`src/logic/mirf_consts.vh`:
```
// register map and field constants for the mac interrupt mask and receive filter registers
`ifndef MIRF_CONSTS_VH
`define MIRF_CONSTS_VH

// register byte offsets (word aligned)
`define MIRF_OFS_STATUS_UNMASKED 8'h00
`define MIRF_OFS_STATUS_MASKED   8'h04
`define MIRF_OFS_ENABLE_SET      8'h08
`define MIRF_OFS_ENABLE_CLEAR    8'h0C
`define MIRF_OFS_RX_FILTER       8'h10

// interrupt source bit positions
`define MIRF_BIT_STATS       0
`define MIRF_BIT_HOST_ERROR  1
`define MIRF_IRQ_WIDTH       2

// receive filter register field positions
`define MIRF_BIT_KEEP_FCS    30
`define MIRF_BIT_QOS_EN      29
`define MIRF_BIT_SINGLE_BUF  28
`define MIRF_BIT_COPY_CTRL   24
`define MIRF_BIT_COPY_SHORT  23
`define MIRF_BIT_COPY_ERR    22
`define MIRF_BIT_COPY_ALL    21
`define MIRF_PROM_CH_HI      18
`define MIRF_PROM_CH_LO      16
`define MIRF_BIT_BCAST_EN    13
`define MIRF_BCAST_CH_HI     10
`define MIRF_BCAST_CH_LO     8
`define MIRF_BIT_MCAST_EN    5
`define MIRF_MCAST_CH_HI     2
`define MIRF_MCAST_CH_LO     0

// writable bits of the receive filter register, everything else reads zero
`define MIRF_RX_FILTER_WMASK 32'h71E72727
`define MIRF_RX_FILTER_RESET 32'h00000000
`define MIRF_IRQ_RESET       2'h0

// zero words for read data, length and status padding
`define MIRF_WORD_ZERO       32'h00000000
`define MIRF_LEN_ZERO        16'h0000
`define MIRF_IRQ_PAD_ZERO    30'h00000000

// length of the frame check sequence in bytes
`define MIRF_FCS_BYTES       16'h0004

`endif

```
`src/logic/mirf_sync.v`:
```
// two-flop synchroniser for a bundle of level inputs
`timescale 1ns/10ps
module mirf_sync #(
    parameter WIDTH = 2
) (
    input wire ref_clk_i,
    input wire sys_rst_i,
    input wire [WIDTH-1:0] async_i,
    output wire [WIDTH-1:0] sync_o
);

reg [WIDTH-1:0] meta_q;
reg [WIDTH-1:0] sync_q;

// first stage feeds only the second stage
always @(posedge ref_clk_i or posedge sys_rst_i)
begin
    if (sys_rst_i)
    begin
        meta_q <= {WIDTH{1'b0}};
        sync_q <= {WIDTH{1'b0}};
    end
    else
    begin
        meta_q <= async_i;
        sync_q <= meta_q;
    end
end

assign sync_o = sync_q;

endmodule // mirf_sync

```
`src/logic/mirf_regs.v`:
```
// mac interrupt mask registers and receive filter configuration register on classic wishbone
//
// Chosen here: the Wishbone slave port and the register offsets.
`timescale 1ns/10ps
`include "mirf_consts.vh"

//Contract
//(RULE1) masked status bit 1 shows host error pending gated by its enable.
//(RULE2) masked status bit 0 shows stats pending gated; bits 31..2 read zero.
//(RULE3) writing one to enable-set bit 1 enables host error interrupt; zero ignored.
//(RULE4) writing one to enable-set bit 0 enables stats interrupt; zero ignored.
//(RULE5) writing one to enable-clear bit 1 disables host error interrupt; zero ignored.
//(RULE6) writing one to enable-clear bit 0 disables stats interrupt; zero ignored.
//(RULE7) an unmasked read of both pending indications is provided.
//(RULE8) masked equals pending AND enable; set and clear registers read current enables.
//(RULE9) keep-fcs zero: fcs dropped and excluded from descriptor length.
//(RULE10) keep-fcs one: fcs written to memory and counted in length.
//(RULE11) bit 29 enables receive quality of service when set.
//(RULE12) bit 28 selects single-buffer frames; length holds full count to 65535.
//(RULE13) copy enables, channel selects and accept enables sit at their fixed bits.
//(RULE14) writable filter fields reset to zero; reserved bits read zero.
module mirf_regs (
    input wire ref_clk_i,
    input wire sys_rst_i,
    // wishbone slave
    input wire wb_cyc_i,
    input wire wb_stb_i,
    input wire wb_we_i,
    input wire [7:0] wb_adr_i,
    input wire [3:0] wb_sel_i,
    input wire [31:0] wb_dat_i,
    output wire [31:0] wb_dat_o,
    output wire wb_ack_o,
    // raw interrupt sources from the mac (asynchronous levels)
    input wire host_error_pending_i,
    input wire stats_pending_i,
    output wire irq_o,
    // receive configuration towards the dma and filter datapath
    output wire keep_rx_fcs_o,
    output wire rx_qos_enable_o,
    output wire single_buffer_frames_o,
    output wire copy_control_frames_o,
    output wire copy_short_frames_o,
    output wire copy_errored_frames_o,
    output wire copy_unmatched_frames_o,
    output wire [2:0] promiscuous_channel_select_o,
    output wire broadcast_accept_enable_o,
    output wire [2:0] broadcast_channel_select_o,
    output wire multicast_accept_enable_o,
    output wire [2:0] multicast_channel_select_o,
    // descriptor length computation for a completed frame
    input wire rx_frame_done_i,
    input wire [15:0] rx_frame_len_i,
    output wire rx_desc_len_valid_o,
    output wire [15:0] rx_desc_len_o
);

// byte-lane merge of write data into an old register value
function [31:0] mirf_merge;
    input [31:0] old_val;
    input [31:0] new_val;
    input [3:0] sel;
    integer i;
    begin
        mirf_merge = old_val;
        for (i = 0; i < 4; i = i + 1)
        begin
            if (sel[i])
                mirf_merge[i*8 +: 8] = new_val[i*8 +: 8];
        end
    end
endfunction

// zero-extend the two-bit interrupt vector to a bus word
function [31:0] mirf_irq_word;
    input [`MIRF_IRQ_WIDTH-1:0] bits;
    begin
        mirf_irq_word = {`MIRF_IRQ_PAD_ZERO, bits};
    end
endfunction

// word address match for one register
function mirf_hit;
    input [7:0] adr;
    input [7:0] ofs;
    begin
        mirf_hit = (adr == ofs);
    end
endfunction

// reserved filter bits forced to zero
function [31:0] mirf_filter_clean;
    input [31:0] word;
    begin
        mirf_filter_clean = word & `MIRF_RX_FILTER_WMASK;
    end
endfunction

// descriptor length: whole count with the fcs kept, else less the fcs, floored at zero
function [15:0] mirf_desc_len;
    input [15:0] len;
    input keep;
    begin
        // (RULE10) fcs counted when kept
        if (keep)
            mirf_desc_len = len;
        // (RULE9) fcs excluded, short counts floor at zero
        else if (len > `MIRF_FCS_BYTES)
            mirf_desc_len = len - `MIRF_FCS_BYTES;
        else
            mirf_desc_len = `MIRF_LEN_ZERO;
    end
endfunction

wire [`MIRF_IRQ_WIDTH-1:0] pend_sync;
reg [`MIRF_IRQ_WIDTH-1:0] pend_q;
reg [`MIRF_IRQ_WIDTH-1:0] pend_d;
reg [`MIRF_IRQ_WIDTH-1:0] enable_q;
reg [`MIRF_IRQ_WIDTH-1:0] enable_d;
reg [31:0] rx_filter_q;
reg [31:0] rx_filter_d;
reg ack_q;
reg [31:0] rdata_q;
reg [31:0] rdata_d;
reg len_valid_q;
reg [15:0] len_q;
wire [`MIRF_IRQ_WIDTH-1:0] masked;
wire bus_req;
wire wr_en;
wire wr_lane0;
wire wr_status;
wire wr_set;
wire wr_clear;
wire wr_filter;
wire rd_take;
wire [31:0] raw_word;
wire [31:0] masked_word;
wire [31:0] enable_word;

// pending sources come from another clock region
mirf_sync #(
    .WIDTH(`MIRF_IRQ_WIDTH)
) u_sync (
    .ref_clk_i(ref_clk_i),
    .sys_rst_i(sys_rst_i),
    .async_i({host_error_pending_i, stats_pending_i}),
    .sync_o(pend_sync)
);

// a request is taken once, the cycle ack is low
assign bus_req = wb_cyc_i & wb_stb_i & ~ack_q;
assign wr_en = bus_req & wb_we_i;
assign wr_lane0 = wr_en & wb_sel_i[0];
assign rd_take = bus_req & ~wb_we_i;

// per-register write strobes, mask and status need byte lane 0
assign wr_status = wr_lane0 & mirf_hit(wb_adr_i, `MIRF_OFS_STATUS_UNMASKED);
assign wr_set = wr_lane0 & mirf_hit(wb_adr_i, `MIRF_OFS_ENABLE_SET);
assign wr_clear = wr_lane0 & mirf_hit(wb_adr_i, `MIRF_OFS_ENABLE_CLEAR);
assign wr_filter = wr_en & mirf_hit(wb_adr_i, `MIRF_OFS_RX_FILTER);

// sticky unmasked status: set by a pending level, write one clears, set wins
always @*
begin
    pend_d = pend_q;
    if (wr_status)
        pend_d = pend_q & ~wb_dat_i[`MIRF_IRQ_WIDTH-1:0];
    // (RULE7) raw pending capture
    pend_d = pend_d | pend_sync;
end

// enable mask: write one to set or clear, zeros leave it alone
always @*
begin
    enable_d = enable_q;
    // (RULE3) host enable set
    if (wr_set && wb_dat_i[`MIRF_BIT_HOST_ERROR])
        enable_d[`MIRF_BIT_HOST_ERROR] = 1'b1;
    // (RULE4) stats enable set
    if (wr_set && wb_dat_i[`MIRF_BIT_STATS])
        enable_d[`MIRF_BIT_STATS] = 1'b1;
    // (RULE5) host enable clear
    if (wr_clear && wb_dat_i[`MIRF_BIT_HOST_ERROR])
        enable_d[`MIRF_BIT_HOST_ERROR] = 1'b0;
    // (RULE6) stats enable clear
    if (wr_clear && wb_dat_i[`MIRF_BIT_STATS])
        enable_d[`MIRF_BIT_STATS] = 1'b0;
end

// receive filter register write, only writable bits take data
always @*
begin
    rx_filter_d = rx_filter_q;
    // (RULE14) reserved bits stay zero
    if (wr_filter)
        rx_filter_d = mirf_filter_clean(mirf_merge(rx_filter_q, wb_dat_i, wb_sel_i));
end

// (RULE8) masked view is pending and enable
assign masked = pend_q & enable_q;

// bus words of the status and mask views
assign raw_word = mirf_irq_word(pend_q);
assign masked_word = mirf_irq_word(masked);
assign enable_word = mirf_irq_word(enable_q);

// read multiplexer, unmapped addresses read zero
always @*
begin
    rdata_d = `MIRF_WORD_ZERO;
    case (wb_adr_i)
        // (RULE7) unmasked read
        `MIRF_OFS_STATUS_UNMASKED: rdata_d = raw_word;
        // (RULE1) masked host bit, (RULE2) upper bits zero
        `MIRF_OFS_STATUS_MASKED: rdata_d = masked_word;
        // (RULE8) both mask views
        `MIRF_OFS_ENABLE_SET: rdata_d = enable_word;
        `MIRF_OFS_ENABLE_CLEAR: rdata_d = enable_word;
        `MIRF_OFS_RX_FILTER: rdata_d = mirf_filter_clean(rx_filter_q);
        default: rdata_d = `MIRF_WORD_ZERO;
    endcase
end

// sticky pending status register
always @(posedge ref_clk_i or posedge sys_rst_i)
begin
    if (sys_rst_i)
        pend_q <= `MIRF_IRQ_RESET;
    else
        pend_q <= pend_d;
end

// interrupt enable mask register
always @(posedge ref_clk_i or posedge sys_rst_i)
begin
    if (sys_rst_i)
        enable_q <= `MIRF_IRQ_RESET;
    else
        enable_q <= enable_d;
end

// receive filter configuration register
always @(posedge ref_clk_i or posedge sys_rst_i)
begin
    // (RULE14) filter fields reset
    if (sys_rst_i)
        rx_filter_q <= `MIRF_RX_FILTER_RESET;
    else
        rx_filter_q <= rx_filter_d;
end

// bus answer: one-cycle ack, read data held until the next read
always @(posedge ref_clk_i or posedge sys_rst_i)
begin
    if (sys_rst_i)
    begin
        ack_q <= 1'b0;
        rdata_q <= `MIRF_WORD_ZERO;
    end
    else
    begin
        ack_q <= bus_req;
        if (rd_take)
            rdata_q <= rdata_d;
    end
end

assign wb_ack_o = ack_q;
assign wb_dat_o = rdata_q;

// level interrupt while any masked status bit is set
assign irq_o = |masked;

// (RULE13) field placement towards the datapath
assign copy_control_frames_o = rx_filter_q[`MIRF_BIT_COPY_CTRL];
assign copy_short_frames_o = rx_filter_q[`MIRF_BIT_COPY_SHORT];
assign copy_errored_frames_o = rx_filter_q[`MIRF_BIT_COPY_ERR];
assign copy_unmatched_frames_o = rx_filter_q[`MIRF_BIT_COPY_ALL];
assign promiscuous_channel_select_o = rx_filter_q[`MIRF_PROM_CH_HI:`MIRF_PROM_CH_LO];
assign broadcast_accept_enable_o = rx_filter_q[`MIRF_BIT_BCAST_EN];
assign broadcast_channel_select_o = rx_filter_q[`MIRF_BCAST_CH_HI:`MIRF_BCAST_CH_LO];
assign multicast_accept_enable_o = rx_filter_q[`MIRF_BIT_MCAST_EN];
assign multicast_channel_select_o = rx_filter_q[`MIRF_MCAST_CH_HI:`MIRF_MCAST_CH_LO];

// (RULE11) quality of service enable
assign rx_qos_enable_o = rx_filter_q[`MIRF_BIT_QOS_EN];
// (RULE12) single buffer per frame
assign single_buffer_frames_o = rx_filter_q[`MIRF_BIT_SINGLE_BUF];
// (RULE9) fcs keep select
assign keep_rx_fcs_o = rx_filter_q[`MIRF_BIT_KEEP_FCS];

// length valid pulse one cycle after frame done
always @(posedge ref_clk_i or posedge sys_rst_i)
begin
    if (sys_rst_i)
        len_valid_q <= 1'b0;
    else
        len_valid_q <= rx_frame_done_i;
end

// descriptor length latched with each completed frame
always @(posedge ref_clk_i or posedge sys_rst_i)
begin
    if (sys_rst_i)
        len_q <= `MIRF_LEN_ZERO;
    else if (rx_frame_done_i)
        len_q <= mirf_desc_len(rx_frame_len_i, rx_filter_q[`MIRF_BIT_KEEP_FCS]);
end

// (RULE12) sixteen-bit length holds counts up to 65535
assign rx_desc_len_o = len_q;
assign rx_desc_len_valid_o = len_valid_q;

endmodule // mirf_regs

```
`config.mk`:
```
export PLATFORM = sky130hd
export DESIGN_NAME = mirf_regs
export DESIGN_NICKNAME = d
export VERILOG_FILES = /design/src/logic/mirf_sync.v /design/src/logic/mirf_regs.v
export VERILOG_INCLUDE_DIRS = /design/src /design/src/logic
export SDC_FILE = /design/constraint.sdc
export NUM_CORES = 1
export LEC_CHECK = 0
export BUFFER_PORTS_ARGS = -buffer_cell sky130_fd_sc_hd__buf_4
export CAP_MARGIN = 20
export CORE_ASPECT_RATIO = 1.25
export CORE_UTILIZATION = 50
export CTS_BUF_LIST = sky130_fd_sc_hd__clkbuf_16
export CTS_CLUSTER_DIAMETER = 120
export DETAILED_ROUTE_END_ITERATION = 8
export GPL_TIMING_DRIVEN = 0
export PLACE_DENSITY_LB_ADDON = 0.05
export SLEW_MARGIN = 40
export SYNTH_ARGS = -nofsm -noshare
export SYNTH_HDL_FRONTEND = slang
export SYNTH_SLANG_ARGS = --single-unit
```
`constraint.sdc`:
```
create_clock -name ref_clk_i -period 4.84 [get_ports ref_clk_i]
set_input_delay 0.968 -clock ref_clk_i [delete_from_list [all_inputs] [get_ports ref_clk_i]]
set_output_delay 0.968 -clock ref_clk_i [all_outputs]
set_load 0.02 [all_outputs]
```
After elaboration in Yosys (flattened, before gate mapping)
Cells that the tools add are included.
- input port bits: 68
- flip-flop bits (word level): 76
- reduce and logical (&&, ||, !) cells: 13
- $add $sub $neg: 1
- equal/unequal tests: 4
- mux-type cells: 8
- magnitude comparators: 1
- bitwise operators: 15
- operators with widths (kind ; count):
    $pmux 31 s4 ; 1
    $mux 16 ; 2
    $eq 8x4->1 const B ; 2
    $gt 16x3->1 const B ; 1
    $sub 16x3->16 const B ; 1
    $and 1x1->1 ; 9
    $eq 8x3->1 const B ; 1
    $eq 8x5->1 const B ; 1
    $logic_not 8->1 ; 1
    $reduce_and 2->1 ; 4
    $and 2x2->2 ; 2
    $logic_and 1x1->1 ; 4
    $mux 1 ; 4
    $reduce_bool 2->1 ; 2
    $reduce_or 2->1 ; 2
    $mux 2 ; 1
    $not 1->1 ; 2
    $not 2->2 ; 1
    $or 2x2->2 ; 1

Depth between registers and ports, before layout
- depth in word-level cells: 8
- mapped depth: 6

By module
A second synthesis with hierarchy kept.
- cells, all modules: 233
- area, all modules: 2793.9 sq um
- modules (own cells, without submodules) (module ; instances ; cells each ; area each (sq um)):
    mirf_regs ; 1 ; 228 ; 2690.1
    mirf_sync ; 1 ; 5 ; 103.8

Worst setup path after synthesis
No wires, ideal clock.
- kind: input to register
- from: input port wb_adr_i[1]
- to: register rx_filter_q[16]
- library setup time: 0.125 ns
- arrival time: 2.410 ns
- buffers on the path: 1
- cell stages on the path: 5
- path slack: 2.305 ns
- path through: or4_4 nor4b_4 and3_1 buf_6 mux2_4
- longest elaborated chain between the ends: 3
- RTL lines (item ; line ; RTL):
    start: declaration ; mirf_regs.v:29 ; input wire [7:0] wb_adr_i,
    $eq 8x5->1 ; - ;
    $and 1x1->1 ; mirf_regs.v:160 ; assign wr_filter = wr_en & mirf_hit(wb_adr_i, `MIRF_OFS_RX_FILTER);
    $reduce_and 2->1 (no source line) ; - ;
    end signal: assignment ; mirf_regs.v:247 ; rx_filter_q <= `MIRF_RX_FILTER_RESET;
    end signal: assignment ; mirf_regs.v:249 ; rx_filter_q <= rx_filter_d;
    end: declaration ; mirf_regs.v:120 ; reg [31:0] rx_filter_q;
Every way passes these cells.
A chain may end at the register's enable or synchronous reset.

Worst setup path after layout
- from: input port wb_adr_i[1]
- to: register rx_filter_q[28]
The elaborated chain is that of the path after synthesis.

==> flow_summary.toml <==
[logic_synthesis]
async_reset_ff_share_pct = 100.0
synth_top_cell_area_share_pct = 53.40
synth-main-ff-cell = "dfrtp_1"
synth.ff_latch_count = 62
ys_seq_area_share_pct = 53.40
avgSynthCellArea_um2 = 11.91
synth_area_leaders = "dfrtp_1 53%, a22o_1 5.1%, mux2_1 4.7%, buf_4 4.4%, mux2_4 3.1%"
yosysWarnings = 0
synth_cell_types = 43
synth_edf_count = 0
yosys.area.top_type = "dfrtp_1"
synthCells = 244
synth_area_um2 = 2905

[cells_and_area]
layout.area.seq_um2 = 1551
final_util_pct = 75.37
stdcell_area_um2 = 4159
multi_input_area_um2 = 1160
area_growth_syn_to_layout_pct = 43.15
nets = 447
diodes = 0
num-fill-cells = 428
drive_gt1_share_pct = 42.67

[setup_path]
required_ns = 5.04
reg2reg_from = "rx_filter_q[30]$_DFFE_PP0P_"
cp-start-kind = "input port"
rr_worst_depth = 5
end_kind = "flop"
worstReg2RegEnd = "rx_desc_len_o[2]$_DFFE_PP0P_"
r2r_setup_slack_ns = 2.80
critPathMaxFanout = 4
arrival_ns = 2.63
criticalPathCategory = "in2reg"

[clock_tree]
post_cts_resized = 0
post-cts-setup-buffers = 0
cts_htree_levels = 3
cts_hold_buf = 0
root_buffer = "clkbuf_16"
clock_sinks = 62
cts_buffers = 9
insertion_delay_ns = 0.32
clockBufferDepth = 2
clk_pin_slew_ns = 0.05
cts_tree = "built"

[power]
pwr-share-seq_pct = 41.6
vdd_ir_drop_max_mv = 0.1716
swShare_pct = 23.41
power_frac_clock_pct = 46.1
p_int_mw = 1.005
p_sw_uw = 307.3
power_density_nw_per_um2 = 315.7
combPwrFrac_pct = 12.3
p_leak_nw = 2.161

[detailed_routing]
drtPass1Iterations = 4
vias = 2332
vias_per_cell = 5.229
drt_iter0_markers = 94
ant_nets = 0
wl_um = 6421
wl_per_cell_um = 14.40
drc = 0

[sta]
setup_viol = 0
fin_ws_ns = 2.410
finalCriticalPeriod_ns = 2.430
timing.fmax_mhz = 411.5
worst_slew_pin_slew_ns = 0.5732
relSlewSlack_pct = 61.69
slew_violations = 0
final.period_utilization_pct = 50.21
rsz0062_at_grt = "false"
final.setup_skew_ns = 0.006096
hold_viol = 0
setup-tns-final_ns = 0

[die]
dieHeight_um = 87.23
core_um2 = 5518
start_util_pct = 52.65
die-width_um = 70.18
num_rows = 30
die-area_um2 = 6121
io_pins = 137

[flow_run]
drv_cap = 0

[global_route]
grt_max_degree = 33
grt_pass1_wl_um = 10300
grt_pass1_vias = 2229
antenna_found_initial = 0
grt_usage_pct = 21.86
overflow = 0

[place]
finalWeightedCongestion = 0.7926
placed_cell_area_um2 = 3867
numPortBuffers = 108
dpl_worst_slack_ns = 2.064
dp_hpwl_um = 4954

[min_path]
holdPathStages = 0
holdPathEnd = "u_sync.sync_o[1]$_DFF_PP0_"
hold_class = "reg2reg"
hp-start = "u_sync.meta_q[1]$_DFF_PP0_"

[outcome]
status = "finished clean"
worst max-delay path by stage:
stage / depth (start not counted) / start / end / slack (ns)
2_1_floorplan: 5 / wb_adr_i[1] / rx_filter_q[16]$_DFFE_PP0P_ / 2.30
3_3_place_gp: 2 / sys_rst_i / rx_filter_q[22]$_DFFE_PP0P_ / 1.62
3_5_place_dp: 6 / wb_adr_i[1] / rx_filter_q[30]$_DFFE_PP0P_ / 2.06
4_1_cts: 6 / wb_adr_i[1] / rx_filter_q[30]$_DFFE_PP0P_ / 2.40
5_1_grt: 6 / wb_adr_i[1] / rx_filter_q[10]$_DFFE_PP0P_ / 2.32
6_report: 6 / wb_adr_i[1] / rx_filter_q[28]$_DFFE_PP0P_ / 2.41
registers in the layout, summed over array words and instances, names as in the netlist:
| name | count |
|---|---|
| wb_dat_o | 18 |
| wb_ack_o | 1 |
| u_sync.meta_q | 2 |
| rx_desc_len_o | 16 |
| rx_filter_q | 18 |
| enable_q | 2 |
| pend_q | 2 |
| rx_desc_len_valid_o | 1 |
| u_sync.sync_o | 2 |
final cells by class:
| type | count | share of cell area (%) |
|---|---|---|
| Clock buffer | 9 | 5.415 |
| Buffer | 26 | 4.302 |
| Multi-Input combinational cell | 152 | 27.89 |
| Tap cell | 64 | 1.925 |
| Timing Repair Buffer | 109 | 19.98 |
| Inverter | 17 | 1.594 |
| Sequential cell | 62 | 37.30 |
| Clock inverter | 7 | 1.594 |
placed cells by master, fill, tap and decap left out, types with 3 or more instances in the layout:
master        n
inv_1        17
clkinvlp_4    3
and3_1        6
nor2_1       16
buf_4       125
nor3_1        5
xnor2_1       4
nand3b_1      3
mux2_1       12
mux2_4        6
a21oi_1       3
clkbuf_1      5
xor2_1        7
a211oi_1      7
clkbuf_16     9
nor4_1        3
a22o_1       17
conb_1       14
nand2_1       4
o22ai_1       7
o31ai_1       3
nand4_1       8
dfrtp_1      62
synth_stat cells, types with 2 or more instances:
| cell type | count |
|---|---|
| dfrtp_1 | 62 |
| a22o_1 | 17 |
| buf_4 | 17 |
| inv_1 | 17 |
| nor2_1 | 16 |
| mux2_1 | 12 |
| nand4_1 | 8 |
| a211oi_1 | 7 |
| o22ai_1 | 7 |
| xor2_1 | 7 |
| and3_1 | 6 |
| mux2_4 | 6 |
| clkbuf_1 | 5 |
| nor3_1 | 5 |
| nand2_1 | 4 |
| xnor2_1 | 4 |
| a21oi_1 | 3 |
| nand3b_1 | 3 |
| nor4_1 | 3 |
| o31ai_1 | 3 |
| a21o_1 | 2 |
| buf_2 | 2 |
| buf_6 | 2 |
| ha_1 | 2 |
| mux2_2 | 2 |
| mux2i_1 | 2 |
| nand3_1 | 2 |
| nor3_2 | 2 |
| nor4b_4 | 2 |
worst max-delay path, cell delays in order:
cell and delay, ns:
buf_4 0.10, or4_4 0.56, nor4b_4 0.33, and3_1 0.22, buf_4 0.14, mux2_1 0.31
power by group through the flow:
stage	combinational, mW	clock, mW	sequential (mW)
after floorplan	0.0645	0	0.572
after CTS	0.162	0.618	0.546
after global routing	0.175	0.640	0.547
after detailed placement	0.162	0	0.554
after global placement	0.157	0	0.554
final	0.161	0.606	0.546
stage by stage:
step	std cells	hold WS, ns	total power, mW
after floorplan	257	0.3312	0.6366
after global placement	429	0.3316	0.7114
after detailed placement	430	0.3396	0.7163
after CTS	446	0.3512	1.327
after global routing	446	0.3579	1.363
final	446	0.3450	1.313
cell families (layout without fill, tap and decap cells):
group	after synthesis	count (layout)	synth area share, %
multiplexers	22	22	9.216
AO/OA/AOI/OAI	44	44	11.71
AND/OR/NAND/NOR	59	59	13.01
adder cells (fa/ha/maj)	2	2	0.8612
XOR/XNOR	11	11	3.316
other	1	14	0.1291
buffers and inverters	43	168	8.355
flip-flops	62	62	53.40
layer usage:
metal / vias to the layer above / GRT usage (%) / share of wire, %
met1: 1133 / 25.42 / 39
met4: 0 / 9.818 / 1.7
met2: 76 / 38.11 / 54
li1: 1115 / - / -
met5: - / 0 / 0
met3: 8 / 5.556 / 5.6
No activity file was read; power rests on OpenSTA's default activity.
